[src/design/adsr_map.svh]
// register map, field positions, reset values and counts for the
// serial register-access front end; assumes a 100 MHz core clock
// Summary of operation
// - link is mode 3, clock idles high
// - drive on falling edge, sample rising
// - works with chip select tied low
// - eight-bit write-only command register gates access
// - after reset, expect a command byte
// - command picks direction and six-bit address
// - after data phase, await next command
// - write data 16 or 24 bits
// - read data shifted out on data pin
// - read-only identification register holds part code
// - 64 clocks with input high reset all
// - chip select high aborts, back to idle
// - eight setups, any setup on any channel
// - setup holds buffers, gain, filter, rate, reference
// - channel picks any positive/negative input pair
// - general outputs step external multiplexer with scan
`ifndef ADSR_MAP_SVH
`define ADSR_MAP_SVH
`define ADSR_ADDR_COMMAND 6'h00
`define ADSR_ADDR_STATUS 6'h00
`define ADSR_ADDR_GPIOCON 6'h06
`define ADSR_ADDR_ID 6'h07
`define ADSR_ADDR_CH0 6'h10
`define ADSR_ADDR_SETUP0 6'h20
`define ADSR_ADDR_FILT0 6'h28
`define ADSR_ADDR_OFFS0 6'h30
`define ADSR_ADDR_GAIN0 6'h38
`define ADSR_CMD_WEN_BIT 7
`define ADSR_CMD_RD_BIT 6
`define ADSR_RST_CH0 16'h8001
`define ADSR_RST_CHN 16'h0001
`define ADSR_RST_SETUP 16'h1000
`define ADSR_RST_FILT 16'h0500
`define ADSR_RST_OFFS 24'h800000
`define ADSR_RST_GAIN 24'h500000
`define ADSR_RST_GPIO 16'h0800
`define ADSR_RESET_ONES 7'd64
`define ADSR_NUM_SETUPS 8
`define ADSR_NUM_CHANNELS 8
`endif

[src/design/adsr_pkg.sv]
// types shared by the serial register-access front end
// assumes the map header is compiled alongside
package adsr_pkg;
  typedef enum logic [1:0] {
    ADSR_CMD,
    ADSR_WRITE,
    ADSR_READ,
    ADSR_SKIP
  } adsr_state_e;
  typedef logic [23:0] adsr_word_t;
endpackage

[src/design/adsr_core.sv]
// serial register-access front end with its register file
// assumes host-driven mode 3 link pins and a 100 MHz clk
`timescale 1ns/1ns
`include "adsr_map.svh"
module adsr_core (
  input wire logic clk,
  input wire logic nrst,
  input wire logic sclk,
  input wire logic cs_n,
  input wire logic din,
  input wire logic scan_step,
  output logic dout_o,
  output logic dout_oe,
  output logic [3:0] gpio_o,
  output logic [2:0] active_ch_o,
  output logic [5:0] ainpos_o,
  output logic [5:0] ainneg_o,
  output logic [2:0] setup_sel_o,
  output logic [15:0] setup_cfg_o,
  output logic [15:0] filt_cfg_o,
  output logic [23:0] offset_o,
  output logic [23:0] gain_o
);
  parameter logic [15:0] ID_VALUE = 16'h5A5A; // arbitrary value
  logic [1:0] rsync_q;
  logic srst_n;
  logic [2:0] sclk_q, cs_q, din_q;
  logic sclk_s, cs_s, din_s, sclk_prev_q;
  logic cs_prev_q, rise, fall;
  adsr_pkg::adsr_state_e state_q;
  logic [4:0] cnt_q;
  logic [23:0] sh_q;
  logic [5:0] addr_q;
  logic [6:0] ones_q;
  logic soft_rst;
  logic [15:0] ch_q [`ADSR_NUM_CHANNELS];
  logic [15:0] setup_q [`ADSR_NUM_SETUPS];
  logic [15:0] filt_q [`ADSR_NUM_SETUPS];
  logic [23:0] offs_q [`ADSR_NUM_SETUPS];
  logic [23:0] gain_q [`ADSR_NUM_SETUPS];
  logic [15:0] gpio_q;
  logic [2:0] scan_q;
  logic [2:0] step_q;
  logic step_prev_q;

  always_ff @(posedge clk or negedge nrst) begin
    if (!nrst) rsync_q <= 2'b00;
    else rsync_q <= {rsync_q[0], 1'b1};
  end
  assign srst_n = rsync_q[1];

  // three-stage pin sync, change taken when stages two and three agree
  always_ff @(posedge clk or negedge srst_n) begin
    if (!srst_n) begin
      sclk_q <= 3'b111;
      cs_q <= 3'b111;
      din_q <= 3'b111;
      step_q <= 3'b000;
    end else begin
      sclk_q <= {sclk_q[1:0], sclk};
      cs_q <= {cs_q[1:0], cs_n};
      din_q <= {din_q[1:0], din};
      step_q <= {step_q[1:0], scan_step};
    end
  end
  always_ff @(posedge clk or negedge srst_n) begin
    if (!srst_n) begin
      sclk_s <= 1'b1;
      cs_s <= 1'b1;
      din_s <= 1'b1;
      sclk_prev_q <= 1'b1;
      cs_prev_q <= 1'b1;
      step_prev_q <= 1'b0;
    end else begin
      if (sclk_q[2] == sclk_q[1]) sclk_s <= sclk_q[2];
      if (cs_q[2] == cs_q[1]) cs_s <= cs_q[2];
      if (din_q[2] == din_q[1]) din_s <= din_q[2];
      sclk_prev_q <= sclk_s;
      cs_prev_q <= cs_s;
      if (step_q[2] == step_q[1]) step_prev_q <= step_q[2];
    end
  end
  wire cs_active = !cs_s;
  wire cs_rise = cs_s && !cs_prev_q;
  assign rise = sclk_s && !sclk_prev_q && cs_active;
  assign fall = !sclk_s && sclk_prev_q && cs_active;
  wire step_sync = step_q[2];
  wire step_pulse = step_sync && !step_prev_q && (step_q[2] == step_q[1]);

  // command decode
  wire [7:0] cmd_byte = {sh_q[6:0], din_s};
  wire cmd_ok = !cmd_byte[`ADSR_CMD_WEN_BIT];
  wire cmd_rd = cmd_byte[`ADSR_CMD_RD_BIT];
  wire [5:0] cmd_addr = cmd_byte[5:0];
  wire [2:0] ix = addr_q[2:0];
  wire [5:0] grp = {addr_q[5:3], 3'b000};
  wire [7:0] status_byte = {5'b10000, scan_q};

  // data length per register, 0 means no data phase
  function automatic logic [4:0] len_of(input logic [5:0] a, input logic rd);
    logic [5:0] g;
    g = {a[5:3], 3'b000};
    len_of = 5'd0;
    if (a == `ADSR_ADDR_ID) len_of = rd ? 5'd16 : 5'd0;
    else if (a == `ADSR_ADDR_GPIOCON) len_of = 5'd16;
    else if (a == `ADSR_ADDR_STATUS) len_of = rd ? 5'd8 : 5'd0;
    else if (g == 6'h10 || g == 6'h18)
      len_of = (a[5:0] < 6'h18) ? 5'd16 : 5'd0;
    else if (g == `ADSR_ADDR_SETUP0 || g == `ADSR_ADDR_FILT0) len_of = 5'd16;
    else if (g == `ADSR_ADDR_OFFS0 || g == `ADSR_ADDR_GAIN0) len_of = 5'd24;
  endfunction
  wire [4:0] cmd_len = len_of(cmd_addr, cmd_rd);

  function automatic logic [23:0] rd_val(input logic [5:0] a);
    logic [5:0] g;
    g = {a[5:3], 3'b000};
    rd_val = 24'h000000;
    if (a == `ADSR_ADDR_ID) rd_val = {ID_VALUE, 8'h00};
    else if (a == `ADSR_ADDR_GPIOCON) rd_val = {gpio_q, 8'h00};
    else if (a == `ADSR_ADDR_STATUS) rd_val = {status_byte, 16'h0000};
    else if (g == `ADSR_ADDR_CH0) rd_val = {ch_q[a[2:0]], 8'h00};
    else if (g == `ADSR_ADDR_SETUP0) rd_val = {setup_q[a[2:0]], 8'h00};
    else if (g == `ADSR_ADDR_FILT0) rd_val = {filt_q[a[2:0]], 8'h00};
    else if (g == `ADSR_ADDR_OFFS0) rd_val = offs_q[a[2:0]];
    else if (g == `ADSR_ADDR_GAIN0) rd_val = gain_q[a[2:0]];
  endfunction
  wire [23:0] cmd_rdata = rd_val(cmd_addr);

  // 64 clocks with input high, counted on sample edges
  wire ones_hit = rise && din_s && (ones_q == `ADSR_RESET_ONES - 7'd1);
  always_ff @(posedge clk or negedge srst_n) begin
    if (!srst_n) ones_q <= 7'd0;
    else if (cs_rise || (rise && !din_s)) ones_q <= 7'd0;
    else if (ones_hit) ones_q <= 7'd0;
    else if (rise) ones_q <= ones_q + 7'd1;
  end
  assign soft_rst = ones_hit;

  wire last_bit = rise && (cnt_q == 5'd1);
  wire wr_done = (state_q == adsr_pkg::ADSR_WRITE) && last_bit;
  wire [23:0] wdata = {sh_q[22:0], din_s};

  // write strobes per register group
  wire wr_ch = wr_done && (grp == `ADSR_ADDR_CH0);
  wire wr_set = wr_done && (grp == `ADSR_ADDR_SETUP0);
  wire wr_filt = wr_done && (grp == `ADSR_ADDR_FILT0);
  wire wr_offs = wr_done && (grp == `ADSR_ADDR_OFFS0);
  wire wr_gain = wr_done && (grp == `ADSR_ADDR_GAIN0);
  wire wr_gpio = wr_done && (addr_q == `ADSR_ADDR_GPIOCON);

  // first fall of a read keeps the msb already on the pin
  wire [4:0] rd_len = len_of(addr_q, 1'b1);
  wire rd_shift = fall && (cnt_q != rd_len);

  // transaction sequencer
  always_ff @(posedge clk or negedge srst_n) begin
    if (!srst_n) begin
      state_q <= adsr_pkg::ADSR_CMD;
      cnt_q <= 5'd8;
      sh_q <= 24'h000000;
      addr_q <= 6'h00;
    end else if (cs_rise || soft_rst) begin
      state_q <= adsr_pkg::ADSR_CMD;
      cnt_q <= 5'd8;
      sh_q <= 24'h000000;
    end else begin
      unique case (state_q)
        adsr_pkg::ADSR_CMD: begin
          if (rise) begin
            sh_q <= {sh_q[22:0], din_s};
            cnt_q <= cnt_q - 5'd1;
            if (cnt_q == 5'd1) begin
              addr_q <= cmd_addr;
              cnt_q <= (cmd_len == 5'd0) ? 5'd8 : cmd_len;
              if (!cmd_ok) state_q <= adsr_pkg::ADSR_CMD;
              else if (cmd_len == 5'd0) state_q <= adsr_pkg::ADSR_CMD;
              else if (cmd_rd) begin
                state_q <= adsr_pkg::ADSR_READ;
                sh_q <= cmd_len == 5'd8 ? {cmd_rdata[23:16], 16'h0000}
                      : cmd_rdata;
              end else state_q <= adsr_pkg::ADSR_WRITE;
              if (!cmd_ok) cnt_q <= 5'd8;
            end
          end
        end
        adsr_pkg::ADSR_WRITE: begin
          if (rise) begin
            sh_q <= wdata;
            cnt_q <= cnt_q - 5'd1;
            if (cnt_q == 5'd1) begin
              state_q <= adsr_pkg::ADSR_CMD;
              cnt_q <= 5'd8;
            end
          end
        end
        adsr_pkg::ADSR_READ: begin
          if (rise) begin
            cnt_q <= cnt_q - 5'd1;
            if (cnt_q == 5'd1) begin
              state_q <= adsr_pkg::ADSR_CMD;
              cnt_q <= 5'd8;
            end
          end
          if (rd_shift) sh_q <= {sh_q[22:0], 1'b0};
        end
        adsr_pkg::ADSR_SKIP: state_q <= adsr_pkg::ADSR_CMD;
      endcase
    end
  end

  // data out driven on falling edge, top bit of the shifter
  always_ff @(posedge clk or negedge srst_n) begin
    if (!srst_n) begin
      dout_o <= 1'b1;
      dout_oe <= 1'b0;
    end else begin
      dout_oe <= cs_active;
      if (state_q == adsr_pkg::ADSR_READ && !cs_rise)
        dout_o <= sh_q[23];
      else dout_o <= 1'b1;
    end
  end

  // register file: channels, setups, general outputs
  genvar gi;
  generate
    for (gi = 0; gi < `ADSR_NUM_SETUPS; gi = gi + 1) begin : g_set
      wire hit = (ix == 3'(gi));
      always_ff @(posedge clk or negedge srst_n) begin
        if (!srst_n) begin
          ch_q[gi] <= (gi == 0) ? `ADSR_RST_CH0 : `ADSR_RST_CHN;
          setup_q[gi] <= `ADSR_RST_SETUP;
          filt_q[gi] <= `ADSR_RST_FILT;
          offs_q[gi] <= `ADSR_RST_OFFS;
          gain_q[gi] <= `ADSR_RST_GAIN;
        end else if (soft_rst) begin
          ch_q[gi] <= (gi == 0) ? `ADSR_RST_CH0 : `ADSR_RST_CHN;
          setup_q[gi] <= `ADSR_RST_SETUP;
          filt_q[gi] <= `ADSR_RST_FILT;
          offs_q[gi] <= `ADSR_RST_OFFS;
          gain_q[gi] <= `ADSR_RST_GAIN;
        end else if (hit) begin
          if (wr_ch) ch_q[gi] <= wdata[15:0];
          if (wr_set) setup_q[gi] <= wdata[15:0];
          if (wr_filt) filt_q[gi] <= wdata[15:0];
          if (wr_offs) offs_q[gi] <= wdata;
          if (wr_gain) gain_q[gi] <= wdata;
        end
      end
    end
  endgenerate

  always_ff @(posedge clk or negedge srst_n) begin
    if (!srst_n) gpio_q <= `ADSR_RST_GPIO;
    else if (soft_rst) gpio_q <= `ADSR_RST_GPIO;
    else if (wr_gpio) gpio_q <= wdata[15:0];
  end

  // scan: next enabled channel on each conversion step
  logic [2:0] nxt;
  always_comb begin
    nxt = scan_q;
    for (int k = 7; k >= 1; k--) begin
      if (ch_q[3'(scan_q + 3'(k))][15]) nxt = 3'(scan_q + 3'(k));
    end
  end
  always_ff @(posedge clk or negedge srst_n) begin
    if (!srst_n) scan_q <= 3'd0;
    else if (soft_rst) scan_q <= 3'd0;
    else if (step_pulse) scan_q <= nxt;
  end

  // current channel, its input pair and its setup
  wire [15:0] cur_ch = ch_q[scan_q];
  wire [2:0] cur_set = cur_ch[14:12];
  wire [5:0] ainpos_d = {1'b0, cur_ch[9:5]};
  wire [5:0] ainneg_d = {1'b0, cur_ch[4:0]};
  // mux-step mode follows the scan index, else static levels
  wire [3:0] gpio_d = gpio_q[11] ? {1'b0, scan_q} : gpio_q[3:0];

  always_ff @(posedge clk or negedge srst_n) begin
    if (!srst_n) begin
      gpio_o <= 4'h0;
      active_ch_o <= 3'd0;
      ainpos_o <= 6'h00;
      ainneg_o <= 6'h01;
      setup_sel_o <= 3'd0;
    end else begin
      gpio_o <= gpio_d;
      active_ch_o <= scan_q;
      ainpos_o <= ainpos_d;
      ainneg_o <= ainneg_d;
      setup_sel_o <= cur_set;
    end
  end

  // setup registers of the current channel
  always_ff @(posedge clk or negedge srst_n) begin
    if (!srst_n) begin
      setup_cfg_o <= `ADSR_RST_SETUP;
      filt_cfg_o <= `ADSR_RST_FILT;
      offset_o <= `ADSR_RST_OFFS;
      gain_o <= `ADSR_RST_GAIN;
    end else begin
      setup_cfg_o <= setup_q[cur_set];
      filt_cfg_o <= filt_q[cur_set];
      offset_o <= offs_q[cur_set];
      gain_o <= gain_q[cur_set];
    end
  end
endmodule

[config.mk]
export PLATFORM = sky130hd
export DESIGN_NAME = adsr_core
export DESIGN_NICKNAME = d
export VERILOG_FILES = /design/src/design/adsr_pkg.sv /design/src/design/adsr_core.sv
export VERILOG_INCLUDE_DIRS = /design/src /design/src/design
export SDC_FILE = /design/constraint.sdc
export NUM_CORES = 2
export LEC_CHECK = 0
export BUFFER_PORTS_ARGS = -buffer_cell sky130_fd_sc_hd__buf_2
export CAP_MARGIN = 20
export CORE_AREA = 2 2 390 314
export CTS_CLUSTER_SIZE = 10
export DETAILED_ROUTE_END_ITERATION = 6
export DIE_AREA = 0 0 392 316
export PLACE_DENSITY = 0.61
export SLEW_MARGIN = 0
export SYNTH_ARGS = -nofsm -noshare
export SYNTH_HDL_FRONTEND = slang
export SYNTH_SLANG_ARGS = --single-unit
[constraint.sdc]
create_clock -name clk -period 70.8 [get_ports clk]
set_clock_uncertainty 0.05 [all_clocks]
set_input_delay 0 -clock clk [delete_from_list [all_inputs] [get_ports clk]]
set_output_delay 0 -clock clk [all_outputs]
set_load 0.01 [all_outputs]
Word level (Yosys, flattened, before mapping)
Cells that the tools add are included.
- add/subtract/negate cells: 9
- bitwise gates (word level): 11
- reduce and logical (&&, ||, !) cells: 105
- eq/ne operators: 40
- $lt $le $gt $ge: 12
- muxes and demuxes: 203
- operators by type and width (operator ; count):
    $mux W24 ; 58
    $mux W16 ; 78
    $bmux W16 S3 ; 13
    $bmux W24 S3 ; 4
    $mux W5 ; 22
    $reduce_and A2 Y1 ; 41
    $pmux W24 S3 ; 1
    $ge A4 B4 Y1 const B ; 10
    $not A3 Y4 ; 10
    $eq A3 B3 Y1 const B ; 12
    $mux W15 ; 2
    $reduce_bool A2 Y1 ; 15
    $mux W3 ; 9
    $eq A6 B3 Y1 const B ; 4
    $mux W7 ; 3
    $logic_and A1 B1 Y1 ; 20
    $eq A3 B2 Y1 const B ; 6
    $mux W2 ; 8
    $add A3 B3 Y3 const B ; 4
    $logic_not A6 Y1 ; 2
    $lt A6 B5 Y1 const B ; 2
    $reduce_and A4 Y1 ; 3
    $pmux W5 S2 ; 1
    $ne A3 B3 Y1 const B ; 3
    28 further kinds ; 49
- input port bits: 6
- output and inout bits: 104
- word-level logic and storage cells: 449
- flip-flop bits (word level): 953

Logic depth before layout (Yosys ltp)
- depth after elaboration: 20
- gate-level depth with buffers: 12
- mapped depth without buffers: 8

Least setup slack after synthesis
OpenSTA, ideal clock, no wires.
- path kind: register -> register
- start point: reg scan_q[0]
- end point: reg scan_q[1]
- setup time: 95 ps
- slack: 67658 ps
- arrival time: 2997 ps
- cell stages (with the launch flop): 12
- path through: dfrtp_1 > buf_2 > buf_2 > inv_1 > ha_1 > clkbuf_1 > mux4_2 > mux2i_1 > and2_1 > nor3b_1 > a211oi_1 > o31ai_1
- word-level cells in the longest chain between the ends: 13
- ends and longest elaborated chain (element ; RTL line ; RTL):
    start, declared ; adsr_core.sv:42 ; logic [2:0] scan_q;
    start signal, assigned ; adsr_core.sv:270 ; else if (step_pulse) scan_q <= nxt;
    $add A3 B3 Y3 ; adsr_core.sv:264 ; if (ch_q[3'(scan_q + 3'(k))][15]) nxt = 3'(scan_q + 3'(k));
    $not A3 Y4 (implied by the code) ; adsr_core.sv:264 ;
    $bmux W16 S3 ; adsr_core.sv:264 ;
    $mux W16 (implied by the code) (2 in a row) ; adsr_core.sv:264 ;
    $mux W3 (6 in a row) ; adsr_core.sv:264 ;
    $mux W3 ; adsr_core.sv:270 ;
    $mux W3 ; adsr_core.sv:269 ; else if (soft_rst) scan_q <= 3'd0;
Several ways; a longest one is shown, not always the timed one. The select of a mux whose other input is x is not followed.
A chain may end at the register's enable or synchronous reset.

Worst setup path after layout
- start point: reg scan_q[1]
- end point: reg offset_o[21]
- word-level cells in the longest chain between the ends: 8
- ends and longest elaborated chain (element ; RTL line ; RTL):
    $not A3 Y4 (implied by the code) ; adsr_core.sv:274 ; wire [15:0] cur_ch = ch_q[scan_q];
    $bmux W16 S3 ; adsr_core.sv:274 ;
    $mux W15 (implied by the code) (2 in a row) ; adsr_core.sv:274 ;
    $not A3 Y4 (implied by the code) ; adsr_core.sv:307 ; offset_o <= offs_q[cur_set];
    $bmux W24 S3 ; adsr_core.sv:307 ;
    $mux W24 (implied by the code) (2 in a row) ; adsr_core.sv:307 ;
    end signal, assigned ; adsr_core.sv:302 ; offset_o <= `ADSR_RST_OFFS;
    end signal, assigned ; adsr_core.sv:307 ;
    end, declared ; adsr_core.sv:21 ; output logic [23:0] offset_o,
Every way passes these cells. The select of a mux whose other input is x is not followed.

==> results.txt <==
first-pass GRT wire length = 244 mm
grt ovf = 0
Critical Path RT = 71390 ps
I/O pin count = 110
layout cells sized above 1 = 0.168
commonest cells after routing, fill and taps aside = 1473 x nand2_1, 868 x dfrtp_1, 758 x o21ai_0, 439 x nand3_1, 218 x mux4_2
Pwr Density = 23.9 nW/um^2
max_slew headroom = 0.183
Die Ht = 316 microns
Clock Root Buffer = clkbuf_16
dpl hpwl = 99.9 mm
Syn. warnings = 0
run status = finished clean
RSZ-0062 raised after global routing = no
DRT iter0 DRCs = 4073
sequential power share = 0.443
final worst setup slack = 65490 ps
sequential-to-total area share from yosys stat = 0.502
setup violators final = 0
DRC viols = 0
clock tree from TritonCTS = built
pre-CTS setup slack = 65620 ps
Final #Nets = 4922
commonest non-fill, non-tap cell in the layout = nand2_1
Post-synth top flop = dfrtp_1
setup_tns = 0 ps
area grow syn2layout = 11.4%
fin crit share = 0.0750
register bit total from synthesis = 953
Sequential Area = 24000 sq um
Syn Area/Cell = 9.54 sq um
largest net degree at the start of global routing = 176
fin cells = 6596
H-tree levels = 3
FMAX = 0.188 GHz
chip width = 392 microns
Placer Congestion = 0.952
wire per inst = 24.5 microns
library cells used by synthesis = 78
post-synthesis cell count = 4999
CP endpoint kind = flip-flop
P_leak = 22.5 nW
sw frac = 0.301
VDD IR max = 0.0215 mV
Final ANT Viol Nets = 0
vias = 38400
Synth Cell Area = 47700 sq um
CP Class = flip-flop to flip-flop
NetSw = 382 uW
Post-synth EDFFs = 0
placed insts = 6401
hold slack = 74.3 ps
Clock transition at path regs = 60 ps
number of global-route vias before repair = 36500
Pins Over Slew Limit = 0
CTS Sinks = 953
clk_lat worst skew = 740 ps
Starting Density = 0.397
ys async rst share = 1.00
clock share of power = 0.410
Comb pwr share = 0.147
Setup Fix Bufs, Post-CTS = 0
Fin. Hold Viols = 0
Tot GR Track Use = 0.263
Least-Margin Pin Slew = 1230 ps
worst-path fanout max = 68
area taken by multi-input logic gates = 22300 sq um
final wirelength = 162 mm
Hold Path Class = primary input to async pin
# rows = 114
number of fill cells = 11500
worst-case clock buffer depth = 3
routed vias/inst = 5.83
die area = 124000 sq um
port bufs = 107
P_int = 889 uW
Worst setup SP type = flip-flop
min Tclk post-route = 5310 ps
core area = 120000 sq um
WP data arrival = 5900 ps
CTS buffer count = 108
initial antenna violation count = 5
drt pass-1 iters = 6
max_cap viols = 0
critical path, stage by stage (launching register included):
cell      delay (ps)
dfrtp_1          320
buf_4            460
clkinv_1         520
mux2i_4          490
buf_4            570
buf_4            690
buf_4            780
buf_4            690
nand2_1          140
nand3_1          110
nand3_1           90
o21ai_0          120
sequential cells by signal, indices dropped and copies added, names as in the netlist, 24 cells and up:
name and cells:
gain_q 192, sh_q 24, setup_q 128, offs_q 192, ch_q 128, offset_o 24
gain_o 24, filt_q 128
timing repair:
action,CTS,global route
hold endpoints to repair,6,0
gates resized for setup,0,0
hold buffers,10,0
metal layers:
metal,share of wire,GRT usage
met2,0.42,0.374
met5,0.000068,0
met3,0.10,0.0716
met4,0.034,0.0877
met1,0.44,0.386
final cells by class:
class | count | area share
antenna | 2 | 0.0000942
timing repair buffer | 228 | 0.0304
clock inverter | 8 | 0.00214
inverter | 29 | 0.00231
tap | 1624 | 0.0382
sequential | 953 | 0.451
clock buffer | 165 | 0.0570
multi-input combinational | 3587 | 0.419
worst paths after layout:
check,start,to,slack [ps],cells after the start
max,scan_q[1],offset_o[21],65490,11
min,nrst,rsync_q[0],70,3
max reg2reg,scan_q[1],offset_o[21],65490,11
min reg2reg,rsync_q[0],rsync_q[1],300,0
max in group asynchronous,rsync_q[1],gpio_q[0],66480,4
min in group clk,rsync_q[0],rsync_q[1],300,0
kinds of logic after synthesis:
logic type	Yosys count	share of synthesized area
AND/OR/NAND/NOR	2117	0.185
AO/OA/AOI/OAI	1009	0.118
multiplexers	434	0.151
flip-flops	953	0.502
other	2	0.000157
buffers and inverters	460	0.0385
adder cells (fa/ha/maj)	13	0.00320
XOR/XNOR	11	0.00202
cell usage after synthesis (all sizes together), types with 6 or more instances:
cell type | count | area (sq um)
o211ai | 19 | 143
or3 | 7 | 43.8
dfrtp | 872 | 21800
o22ai | 16 | 100
nand2 | 1484 | 5570
and2 | 16 | 100
inv | 25 | 93.8
nor2 | 94 | 353
clkbuf | 345 | 1290
o21ai | 775 | 3890
mux2 | 116 | 1310
nor3 | 23 | 120
o2111ai | 7 | 61.3
o2bb2ai | 10 | 87.6
buf | 86 | 433
a21oi | 64 | 343
dfstp | 81 | 2130
a22oi | 25 | 188
nor2b | 12 | 75.1
xor2 | 6 | 52.6
a31oi | 10 | 62.6
nand2b | 9 | 56.3
ha | 9 | 113
o31ai | 7 | 62.6
a32oi | 9 | 78.8
mux2i | 100 | 1000
a32o | 8 | 80.1
mux4 | 218 | 4910
a311oi | 8 | 70.1
nand3 | 439 | 2200
stage by stage:
step / utilization / power (mW) / area (sq um)
floorplan: - / 0.675 / 47700
global placement: 0.414 / 0.751 / 49700
detailed placement: 0.414 / 0.752 / 49700
CTS: 0.441 / 1.27 / 53000
global route: 0.442 / 1.31 / 53100
finish: 0.442 / 1.27 / 53100
power by group through the flow:
stage	Combinational, mW	Sequential [mW]	Clock (mW)
global placement	0.179	0.572	0
CTS	0.181	0.563	0.530
detailed placement	0.180	0.572	0
floorplan	0.105	0.570	0
finish	0.187	0.563	0.521
global route	0.193	0.563	0.552
Power figures use the tool's default switching activity.
